===== src/hdl/pfs_pkg.sv =====
// Constants and decode helpers for the port 1 upper pin function select block
package pfs_pkg;

    // ------------------------------------------------------------
    // Register map
    // ------------------------------------------------------------
    localparam int NUM_PINS = 3;
    localparam logic [15:0] ADDR_PIN4 = 16'ha05c;
    localparam logic [15:0] ADDR_PIN5 = 16'ha05d;
    localparam logic [15:0] ADDR_PIN6 = 16'ha05e;
    localparam logic [7:0] CFG_RESET = 8'h00;
    localparam logic [7:0] RDATA_IDLE = 8'h00;
    // Writable bits; bits 5 and 3 of pins 4 and 5 are unused
    localparam logic [7:0] MASK_PIN45 = 8'hd7;
    localparam logic [7:0] MASK_PIN6 = 8'hff;

    // ------------------------------------------------------------
    // Pin indices
    // ------------------------------------------------------------
    localparam int IDX_PIN4 = 0;
    localparam int IDX_PIN5 = 1;
    localparam int IDX_PIN6 = 2;
    localparam logic [1:0] IDX_NONE = 2'h3;

    // ------------------------------------------------------------
    // Field positions
    // ------------------------------------------------------------
    localparam int BIT_GENERAL_IO = 0;
    localparam int BIT_IRQ_A_ROUTE = 1;
    localparam int BIT_IRQ_B_ROUTE = 2;
    localparam int BIT_TOUCH = 7;
    localparam int BIT_SECOND_TARGET = 6;
    localparam int BIT_CONTROLLER = 4;
    localparam int BIT_P6_TIMER_ONE = 6;
    localparam int BIT_P6_CONTROLLER_CLK = 5;
    localparam int BIT_P6_COMPARE_UNIT0 = 4;
    localparam int BIT_P6_SERIAL_CLK = 3;

    // Address decode, used by both the write and the read path
    function automatic logic [1:0] pfs_decode(input logic [15:0] addr);
        logic [1:0] idx;
        idx = IDX_NONE;
        if (addr == ADDR_PIN4) begin
            idx = 2'(IDX_PIN4);
        end else if (addr == ADDR_PIN5) begin
            idx = 2'(IDX_PIN5);
        end else if (addr == ADDR_PIN6) begin
            idx = 2'(IDX_PIN6);
        end
        return idx;
    endfunction : pfs_decode

    // Writable mask of one pin register
    function automatic logic [7:0] pfs_mask(input logic [1:0] idx);
        return (idx == 2'(IDX_PIN6)) ? MASK_PIN6 : MASK_PIN45;
    endfunction : pfs_mask

    // Input seen by an open-drain peripheral: released high when not routed
    function automatic logic pfs_od_in(input logic sel, input logic pad);
        return sel ? pad : 1'b1;
    endfunction : pfs_od_in

endpackage : pfs_pkg


===== src/hdl/pfs_top.sv =====
// Function select registers and pin muxing for port 1 pins 4, 5 and 6
//
// Chosen here: strobed register access.
`timescale 1ns/1ps
`default_nettype none

// Behaviour
// - One 8-bit read/write register per pin 4, 5, 6 at consecutive addresses.
// - Registers read back what was written, bits 5 and 3 of pins 4 and 5 as zero, and clear to zero on reset.
// - Bit 0 enables general-purpose I/O on the pin; clear means disabled.
// - Bit 1 feeds the pin into the first shared pin-interrupt source.
// - Bit 2 feeds the pin into the second shared pin-interrupt source.
// - Several pins may feed one interrupt source; their conditions combine.
// - One pin may feed both interrupt sources at once.
// - Bit 7 enables touch sensing, channels C, D, E for pins 4, 5, 6.
// - Pin 4 bit 6 makes the pin the second I2C target clock line.
// - Pin 5 bit 6 makes the pin the second I2C target data line.
// - Pin 4 bit 4 makes the pin the I2C controller clock line.
// - Pin 5 bit 4 makes the pin the I2C controller data line.
// - Pin 6: bit 6 timer one, 5 controller clock, 4 compare unit, 3 SPI clock.
// - Bits 5 and 3 of the pin 4 and pin 5 registers have no function.
// - Neighbouring pins share layout: bit 0 I/O, bits 1 and 2 interrupts.
module pfs_top
    import pfs_pkg::*;
#(
    parameter int NPINS = NUM_PINS
) (
    input wire logic mclk_i,
    input wire logic reset_i,
    input wire logic [15:0] addr_i,
    input wire logic [7:0] wdata_i,
    input wire logic wr_i,
    input wire logic rd_i,
    output logic [7:0] rdata_o,
    input wire logic [NPINS-1:0] pad_in_i,
    output logic [NPINS-1:0] pad_out_o,
    output logic [NPINS-1:0] pad_oe_o,
    input wire logic [NPINS-1:0] general_io_out_i,
    input wire logic [NPINS-1:0] general_io_oe_i,
    output logic [NPINS-1:0] general_io_in_o,
    output logic touch_channel_c_select_o,
    output logic touch_channel_d_select_o,
    output logic touch_channel_e_select_o,
    input wire logic second_target_clock_low_i,
    input wire logic second_target_data_low_i,
    output logic second_target_clock_o,
    output logic second_target_data_o,
    input wire logic controller_clock_low_i,
    input wire logic controller_data_low_i,
    output logic controller_clock_o,
    output logic controller_data_o,
    output logic timer_one_input_o,
    input wire logic compare_unit0_out_i,
    input wire logic compare_unit0_oe_i,
    output logic compare_unit0_in_o,
    input wire logic serial_periph_clock_out_i,
    input wire logic serial_periph_clock_oe_i,
    output logic serial_periph_clock_in_o,
    output logic pin_irq_a_o,
    output logic pin_irq_b_o
);

    // ------------------------------------------------------------
    // Configuration registers
    // ------------------------------------------------------------
    logic [7:0] cfg_q [NUM_PINS];
    logic [1:0] wr_idx;
    logic [1:0] rd_idx;
    logic [7:0] rdata_d;
    logic [7:0] rdata_q;

    assign wr_idx = pfs_decode(addr_i);
    assign rd_idx = wr_idx;

    // Masking on write keeps unused bits at zero, so reads need no mask
    always_ff @(posedge mclk_i) begin
        if (reset_i) begin
            for (int i = 0; i < NUM_PINS; i++) begin
                cfg_q[i] <= CFG_RESET;
            end
        end else if (wr_i && (wr_idx != IDX_NONE)) begin
            cfg_q[wr_idx] <= wdata_i & pfs_mask(wr_idx);
        end
    end

    // ------------------------------------------------------------
    // Read path
    // ------------------------------------------------------------
    // Data appear only in the cycle after the strobe; unmapped reads give zero
    always_comb begin
        rdata_d = RDATA_IDLE;
        if (rd_i && (rd_idx != IDX_NONE)) begin
            rdata_d = cfg_q[rd_idx];
        end
    end

    always_ff @(posedge mclk_i) begin
        if (reset_i) begin
            rdata_q <= RDATA_IDLE;
        end else begin
            rdata_q <= rdata_d;
        end
    end

    assign rdata_o = rdata_q;

    // ------------------------------------------------------------
    // Field decode
    // ------------------------------------------------------------
    logic [NUM_PINS-1:0] gio_sel;
    logic [NUM_PINS-1:0] irq_a_route;
    logic [NUM_PINS-1:0] irq_b_route;
    logic [NUM_PINS-1:0] touch_sel;
    logic [NUM_PINS-1:0] tgt_sel;
    logic [NUM_PINS-1:0] tgt_low;
    logic [NUM_PINS-1:0] ctl_sel;
    logic [NUM_PINS-1:0] ctl_low;
    logic [NUM_PINS-1:0] cmp_sel;
    logic [NUM_PINS-1:0] sck_sel;
    logic timer_sel;

    // The low three fields sit alike on every pin of the port
    always_comb begin
        for (int i = 0; i < NUM_PINS; i++) begin
            gio_sel[i] = cfg_q[i][BIT_GENERAL_IO];
            irq_a_route[i] = cfg_q[i][BIT_IRQ_A_ROUTE];
            irq_b_route[i] = cfg_q[i][BIT_IRQ_B_ROUTE];
            touch_sel[i] = cfg_q[i][BIT_TOUCH];
        end
    end

    // Pin-specific alternate functions
    assign tgt_sel[IDX_PIN4] = cfg_q[IDX_PIN4][BIT_SECOND_TARGET];
    assign tgt_sel[IDX_PIN5] = cfg_q[IDX_PIN5][BIT_SECOND_TARGET];
    assign tgt_sel[IDX_PIN6] = 1'b0;
    assign ctl_sel[IDX_PIN4] = cfg_q[IDX_PIN4][BIT_CONTROLLER];
    assign ctl_sel[IDX_PIN5] = cfg_q[IDX_PIN5][BIT_CONTROLLER];
    assign ctl_sel[IDX_PIN6] = cfg_q[IDX_PIN6][BIT_P6_CONTROLLER_CLK];
    assign cmp_sel[IDX_PIN4] = 1'b0;
    assign cmp_sel[IDX_PIN5] = 1'b0;
    assign cmp_sel[IDX_PIN6] = cfg_q[IDX_PIN6][BIT_P6_COMPARE_UNIT0];
    assign sck_sel[IDX_PIN4] = 1'b0;
    assign sck_sel[IDX_PIN5] = 1'b0;
    assign sck_sel[IDX_PIN6] = cfg_q[IDX_PIN6][BIT_P6_SERIAL_CLK];
    assign timer_sel = cfg_q[IDX_PIN6][BIT_P6_TIMER_ONE];

    // Open-drain pull requests from the two I2C blocks, per pin
    assign tgt_low[IDX_PIN4] = second_target_clock_low_i;
    assign tgt_low[IDX_PIN5] = second_target_data_low_i;
    assign tgt_low[IDX_PIN6] = 1'b0;
    assign ctl_low[IDX_PIN4] = controller_clock_low_i;
    assign ctl_low[IDX_PIN5] = controller_data_low_i;
    assign ctl_low[IDX_PIN6] = controller_clock_low_i;

    // ------------------------------------------------------------
    // Pin drivers
    // ------------------------------------------------------------
    logic [NUM_PINS-1:0] pad_out_d;
    logic [NUM_PINS-1:0] pad_oe_d;

    for (genvar g = 0; g < NUM_PINS; g++) begin : g_pin
        pfs_pin_route u_route (
            .touch_sel_i(touch_sel[g]),
            .tgt_sel_i(tgt_sel[g]),
            .tgt_low_i(tgt_low[g]),
            .ctl_sel_i(ctl_sel[g]),
            .ctl_low_i(ctl_low[g]),
            .cmp_sel_i(cmp_sel[g]),
            .cmp_out_i(compare_unit0_out_i),
            .cmp_oe_i(compare_unit0_oe_i),
            .sck_sel_i(sck_sel[g]),
            .sck_out_i(serial_periph_clock_out_i),
            .sck_oe_i(serial_periph_clock_oe_i),
            .gio_sel_i(gio_sel[g]),
            .gio_out_i(general_io_out_i[g]),
            .gio_oe_i(general_io_oe_i[g]),
            .pad_out_o(pad_out_d[g]),
            .pad_oe_o(pad_oe_d[g])
        );
    end

    always_ff @(posedge mclk_i) begin
        if (reset_i) begin
            pad_out_o <= '0;
            pad_oe_o <= '0;
        end else begin
            pad_out_o <= pad_out_d;
            pad_oe_o <= pad_oe_d;
        end
    end

    // ------------------------------------------------------------
    // Peripheral inputs
    // ------------------------------------------------------------
    // Unrouted I2C lines read as released; pin 4 and pin 6 clocks are wired-and
    logic tgt_clk_d;
    logic tgt_dat_d;
    logic ctl_clk_d;
    logic ctl_dat_d;

    assign tgt_clk_d = pfs_od_in(tgt_sel[IDX_PIN4], pad_in_i[IDX_PIN4]);
    assign tgt_dat_d = pfs_od_in(tgt_sel[IDX_PIN5], pad_in_i[IDX_PIN5]);
    assign ctl_clk_d = pfs_od_in(ctl_sel[IDX_PIN4], pad_in_i[IDX_PIN4])
                     & pfs_od_in(ctl_sel[IDX_PIN6], pad_in_i[IDX_PIN6]);
    assign ctl_dat_d = pfs_od_in(ctl_sel[IDX_PIN5], pad_in_i[IDX_PIN5]);

    // Lines read released during reset, so no false start is seen on the bus
    always_ff @(posedge mclk_i) begin
        if (reset_i) begin
            second_target_clock_o <= 1'b1;
            second_target_data_o <= 1'b1;
        end else begin
            second_target_clock_o <= tgt_clk_d;
            second_target_data_o <= tgt_dat_d;
        end
    end

    always_ff @(posedge mclk_i) begin
        if (reset_i) begin
            controller_clock_o <= 1'b1;
            controller_data_o <= 1'b1;
        end else begin
            controller_clock_o <= ctl_clk_d;
            controller_data_o <= ctl_dat_d;
        end
    end

    // Other inputs read zero while their function is off
    always_ff @(posedge mclk_i) begin
        if (reset_i) begin
            general_io_in_o <= '0;
        end else begin
            general_io_in_o <= pad_in_i & gio_sel;
        end
    end

    always_ff @(posedge mclk_i) begin
        if (reset_i) begin
            timer_one_input_o <= 1'b0;
        end else begin
            timer_one_input_o <= timer_sel & pad_in_i[IDX_PIN6];
        end
    end

    always_ff @(posedge mclk_i) begin
        if (reset_i) begin
            compare_unit0_in_o <= 1'b0;
        end else begin
            compare_unit0_in_o <= cmp_sel[IDX_PIN6] & pad_in_i[IDX_PIN6];
        end
    end

    always_ff @(posedge mclk_i) begin
        if (reset_i) begin
            serial_periph_clock_in_o <= 1'b0;
        end else begin
            serial_periph_clock_in_o <= sck_sel[IDX_PIN6] & pad_in_i[IDX_PIN6];
        end
    end

    // ------------------------------------------------------------
    // Touch channel enables
    // ------------------------------------------------------------
    assign touch_channel_c_select_o = cfg_q[IDX_PIN4][BIT_TOUCH];
    assign touch_channel_d_select_o = cfg_q[IDX_PIN5][BIT_TOUCH];
    assign touch_channel_e_select_o = cfg_q[IDX_PIN6][BIT_TOUCH];

    // ------------------------------------------------------------
    // Shared pin-interrupt sources
    // ------------------------------------------------------------
    // Level conditions only; edge or polarity handling lives downstream
    logic irq_a_d;
    logic irq_b_d;

    pfs_irq_combine #(
        .NPINS(NUM_PINS)
    ) u_irq (
        .pin_level_i(pad_in_i),
        .route_a_i(irq_a_route),
        .route_b_i(irq_b_route),
        .irq_a_o(irq_a_d),
        .irq_b_o(irq_b_d)
    );

    always_ff @(posedge mclk_i) begin
        if (reset_i) begin
            pin_irq_a_o <= 1'b0;
        end else begin
            pin_irq_a_o <= irq_a_d;
        end
    end

    always_ff @(posedge mclk_i) begin
        if (reset_i) begin
            pin_irq_b_o <= 1'b0;
        end else begin
            pin_irq_b_o <= irq_b_d;
        end
    end

endmodule : pfs_top
`default_nettype wire


===== src/hdl/pfs_pin_route.sv =====
// Output driver selection for one multi-function pin
`timescale 1ns/1ps
`default_nettype none
module pfs_pin_route (
    input wire logic touch_sel_i,
    input wire logic tgt_sel_i,
    input wire logic tgt_low_i,
    input wire logic ctl_sel_i,
    input wire logic ctl_low_i,
    input wire logic cmp_sel_i,
    input wire logic cmp_out_i,
    input wire logic cmp_oe_i,
    input wire logic sck_sel_i,
    input wire logic sck_out_i,
    input wire logic sck_oe_i,
    input wire logic gio_sel_i,
    input wire logic gio_out_i,
    input wire logic gio_oe_i,
    output logic pad_out_o,
    output logic pad_oe_o
);

    // ------------------------------------------------------------
    // Fixed priority
    // ------------------------------------------------------------
    // Touch sensing is analog, so it silences every digital driver
    always_comb begin
        pad_out_o = 1'b0;
        pad_oe_o = 1'b0;
        if (touch_sel_i) begin
            pad_oe_o = 1'b0;
        end else if (tgt_sel_i) begin
            pad_oe_o = tgt_low_i;
        end else if (ctl_sel_i) begin
            pad_oe_o = ctl_low_i;
        end else if (cmp_sel_i) begin
            pad_out_o = cmp_out_i;
            pad_oe_o = cmp_oe_i;
        end else if (sck_sel_i) begin
            pad_out_o = sck_out_i;
            pad_oe_o = sck_oe_i;
        end else if (gio_sel_i) begin
            pad_out_o = gio_out_i;
            pad_oe_o = gio_oe_i;
        end
    end

endmodule : pfs_pin_route
`default_nettype wire


===== src/hdl/pfs_irq_combine.sv =====
// Combines routed pin levels into the two shared pin-interrupt sources
`timescale 1ns/1ps
`default_nettype none
module pfs_irq_combine #(
    parameter int NPINS = 3
) (
    input wire logic [NPINS-1:0] pin_level_i,
    input wire logic [NPINS-1:0] route_a_i,
    input wire logic [NPINS-1:0] route_b_i,
    output logic irq_a_o,
    output logic irq_b_o
);

    // ------------------------------------------------------------
    // Wired-or of every routed pin
    // ------------------------------------------------------------
    // A pin routed to both sources simply appears in both sums
    assign irq_a_o = |(pin_level_i & route_a_i);
    assign irq_b_o = |(pin_level_i & route_b_i);

endmodule : pfs_irq_combine
`default_nettype wire


===== config.mk =====
export PLATFORM = sky130hd
export DESIGN_NAME = pfs_top
export DESIGN_NICKNAME = d
export VERILOG_FILES = /design/src/hdl/pfs_pkg.sv /design/src/hdl/pfs_top.sv /design/src/hdl/pfs_pin_route.sv /design/src/hdl/pfs_irq_combine.sv
export SDC_FILE = /design/constraint.sdc
export NUM_CORES = 1
export LEC_CHECK = 0
export ABC_AREA = 1
export BUFFER_PORTS_ARGS = -buffer_cell sky130_fd_sc_hd__clkbuf_2
export CORE_MARGIN = 2
export CORE_UTILIZATION = 46
export DETAILED_ROUTE_END_ITERATION = 6
export PLACE_DENSITY = 0.75
export SETUP_SLACK_MARGIN = 0.2
export SYNTH_ARGS = -nofsm -noshare
export SYNTH_HDL_FRONTEND = slang
export SYNTH_SLANG_ARGS = --single-unit

===== constraint.sdc =====
create_clock -name mclk_i -period 2 [get_ports mclk_i]
set_clock_uncertainty 0.05 [all_clocks]
set_input_delay 0.5 -clock mclk_i [delete_from_list [all_inputs] [get_ports mclk_i]]
set_output_delay 0.5 -clock mclk_i [all_outputs]
set_load 0.005 [all_outputs]

==> impl_metrics.toml <==
[synth]
postSynth.asyncResetShare_pct = 0
yosysTopAreaCellShare_pct = 37.9
synth_most_common_cell = "nand2_1"
synth_top_family_by_area = "simple AND/OR/NAND/NOR gates"
syn_inst = 266
synth.area.top_cells = "edfxtp_1 38%, dfxtp_1 21%, nand2_1 7.4%, inv_1 5.6%, nand3_1 5.3%"
synth_xor_xnor_area_share_pct = 0
synth-edff-count = 32
synth-compound-area-share_pct = 5.32
post_synth_and_or_nand_nor_area_fraction_pct = 27.9
syn_avg_cell_area_um2 = 9.54
yosys_warnings = 0
synth_area_mm2 = 0.00254
ys.flop_type = "edfxtp_1"
synth_area_leader_cell = "edfxtp_1"
synth-adder-area-share_pct = 0
synth.yosys.seq_area_share_pct = 58.4
yosysUniqueCellTypes = 31
muxShareOfSynthArea_pct = 0
ys_top_cells_by_count = "50 x nand2_1, 38 x inv_1, 35 x nor2_1, 32 x edfxtp_1, 27 x nand3_1"
yosys_register_bits = 58

[run_status]
status = "finished clean"

[critical_path]
worst_setup_path_start_kind = "primary input"
r2r_setup_slack_ns = 0.82
critPathLaunch = "addr_i[6]"
critical-path-top-delay-family = "buffers and inverters"
critPathRequiredTime_ns = 2.21
cpMostUsedCell = "nand2_1"
worst_r2r_endpoint = "pad_oe_o[2]$_SDFF_PP0_"
rr_worst_depth = 5
criticalPathCategory = "in2reg"
cpPeakStageDelay_ns = 0.27
timing.critical_path.slowest_stage_cell = "buf_4"
crit_path_cell_trace = "clkbuf_2 -> nand2_1 -> inv_1 -> nand2_1 -> nor2_2 -> nand2_4 -> buf_4 -> nand2_4 -> inv_1 -> nand2_1 -> a21oi_1"
critPathMaxFanout = 17
arrival_time_of_the_worst_setup_path_ns = 1.81
worst_path_bufs_invs = 4
end_kind = "register"
rr_startpoint = "cfg_q[2][3]$_SDFFCE_PN0P_"

[cts]
tritoncts = "built"
numCtsBuffers = 9
clkSlewWorstSetupHoldPaths_ns = 0.07
cts_hold_repair.buffers = 0
clock_tree.buffer_depth = 2
cts.htree.levels = 3
clk-insertion-delay-late_ns = 0.35
cts-root-buf = "clkbuf_8"
tritoncts_sinks = 58

[power_and_ir_drop]
p_int_uw = 2030
power.switching_uw = 567
power-per-cell-area_mw_per_mm2 = 801
vdd_drop_max_mv = 0.363
combPwrFrac_pct = 7.3
design_power_total_uw = 2600
clock_power_share_pct = 41.1
cellLeakagePower_uw = 0.00163
p_seq_share_pct = 51.5
sw_frac_of_total_pct = 21.8

[finish]
inserted_diodes = 0
final_layout_size_suffix_gt1_share_pct = 31.8
areaGrowthSynthToFinish_pct = 27.7
utilization_pct = 60.0
num-fill-cells = 484
design.final.nets = 408
finish.cell_count_without_fillers = 440

[sta]
setup_repair_after_global_routing_missed_its_margin = "false"
finalWorstPathRequiredPeriod_ns = 1.61
fmax_mhz = 621
final_hold_viol_count = 0
layout_worst_path_cycle_share_pct = 80.5
timing.final.setup_violations = 0
max_slew_violation_count = 0

[placement]
gp_weighted_congestion = 0.887
detailed_place_hpwl_um = 4220
numPlacedInstances = 424
port-buffer-count = 73

[min_path]
startpoint_of_the_worst_hold_path = "wdata_i[1]"
timing.hold.worst_path_depth = 1
min-delay-path-class = "in2reg"
min_to = "cfg_q[3][1]$_DFFE_PP_"

[routing]
post_drt_via_cell_ratio = 4.75
drt-total-wl_um = 5670
route.detailed.wl_per_inst_um = 12.9
drt_first_pass_iters = 4
detail_route.drc_violations = 0
num_vias = 2088
drtAntennaViolNets = 0
drt-initial-drc-count = 178

[global_routing]
grt_first_pass_wirelength_um = 9020
grt_pass1_vias = 1982
grt_max_degree = 19
grt_overflow = 0
grt_antenna_before_repair = 0
track_usage_pct = 20.0

[floorplan]
ioPinCount = 74
floorplan.die.width_um = 78.3
fp.dieArea_mm2 = 0.00613
placementRows = 27
core_region_area_mm2 = 0.00541
start_util_pct = 47.0
die_y_um = 78.3

[run]
maxCapViolations = 0
cells in the final DEF (no fill, tap or decap), drive strengths merged:
master / netlist / routed
a21oi: 15 / 15
buf: 5 / 8
bufinv: 0 / 1
clkbuf: 1 / 86
clkinv: 1 / 3
conb: 1 / 12
dfxtp: 26 / 26
edfxtp: 32 / 32
inv: 39 / 39
nand2: 57 / 57
nand3: 36 / 36
nand3b: 1 / 1
nand4: 2 / 2
nor2: 38 / 38
nor3: 2 / 2
nor4: 2 / 2
o211ai: 3 / 3
o21ai: 1 / 1
o221ai: 2 / 2
o22ai: 1 / 1
o41ai: 1 / 1
logic make-up (layout without fill, tap and decap cells):
group,count (synthesis),after routing
other,1,12
flip-flops,58,58
buffers and inverters,46,137
AND/OR/NAND/NOR,138,138
AO/OA/AOI/OAI,23,23
per-stage QoR:
step / setup WS, ns / hold slack (ns) / area (um2) / TNS, ns
3_5_place_dp: -0.00528 / 0.434 / 3040 / -0.00528
3_3_place_gp: 0.0303 / 0.429 / 3040 / 0
5_1_grt: 0.269 / 0.289 / 3240 / 0
4_1_cts: 0.354 / 0.284 / 3240 / 0
2_1_floorplan: 0.166 / 0.410 / 2580 / 0
6_report: 0.390 / 0.292 / 3240 / 0
power groups by stage:
stage	Combinational (uW)	Clock, uW	Sequential (uW)
finish	191	1070	1340
CTS	191	1080	1340
global placement	187	0	1360
detailed placement	189	0	1360
global route	213	1130	1340
floorplan	92.8	0	1360
flip-flops by register name (all words and copies together), names as in the netlist, 3 cells and up:
register         cells
pad_out_o            3
general_io_in_o      3
cfg_q               32
pad_oe_o             3
rdata_o              8
how the worst max path moves through the flow:
stage / cells past startpoint / slack, ns / end
after floorplan: 9 / 0.17 / cfg_q[0][0]$_SDFFCE_PN0P_
after global placement: 10 / 0.03 / rdata_o[7]$_SDFF_PP0_
after detailed placement: 11 / -0.005 / rdata_o[7]$_SDFF_PP0_
after CTS: 11 / 0.35 / rdata_o[7]$_SDFF_PP0_
after global routing: 11 / 0.27 / rdata_o[7]$_SDFF_PP0_
final: 11 / 0.39 / rdata_o[7]$_SDFF_PP0_
layer usage:
layer / up-vias / share of wire [%] / GRT usage [%]
met4: 0 / 2.7 / 13.5
met5: - / 0 / 0
met2: 99 / 49 / 32.1
met3: 15 / 8.9 / 4.94
li1: 1050 / - / -
met1: 924 / 39 / 23.7
what timing repair did:
action / CTS / global route
setup endpoints to repair: 0 / 1
endpoints found under the hold margin: 0 / 0
setup buffers: 0 / 0
gates resized for setup: 0 / 1
cell type report:
type                            count  area [um2]  area share [%]
Sequential cell                    58        1480            45.7
Multi-Input combinational cell    173         900            27.7
Timing Repair Buffer               81         425            13.1
Clock buffer                       13         159            4.90
Inverter                           40         150            4.63
Tap cell                           72        90.1            2.78
Clock inverter                      3        37.5            1.16
Note: power is estimated with default switching activity, not from simulation.
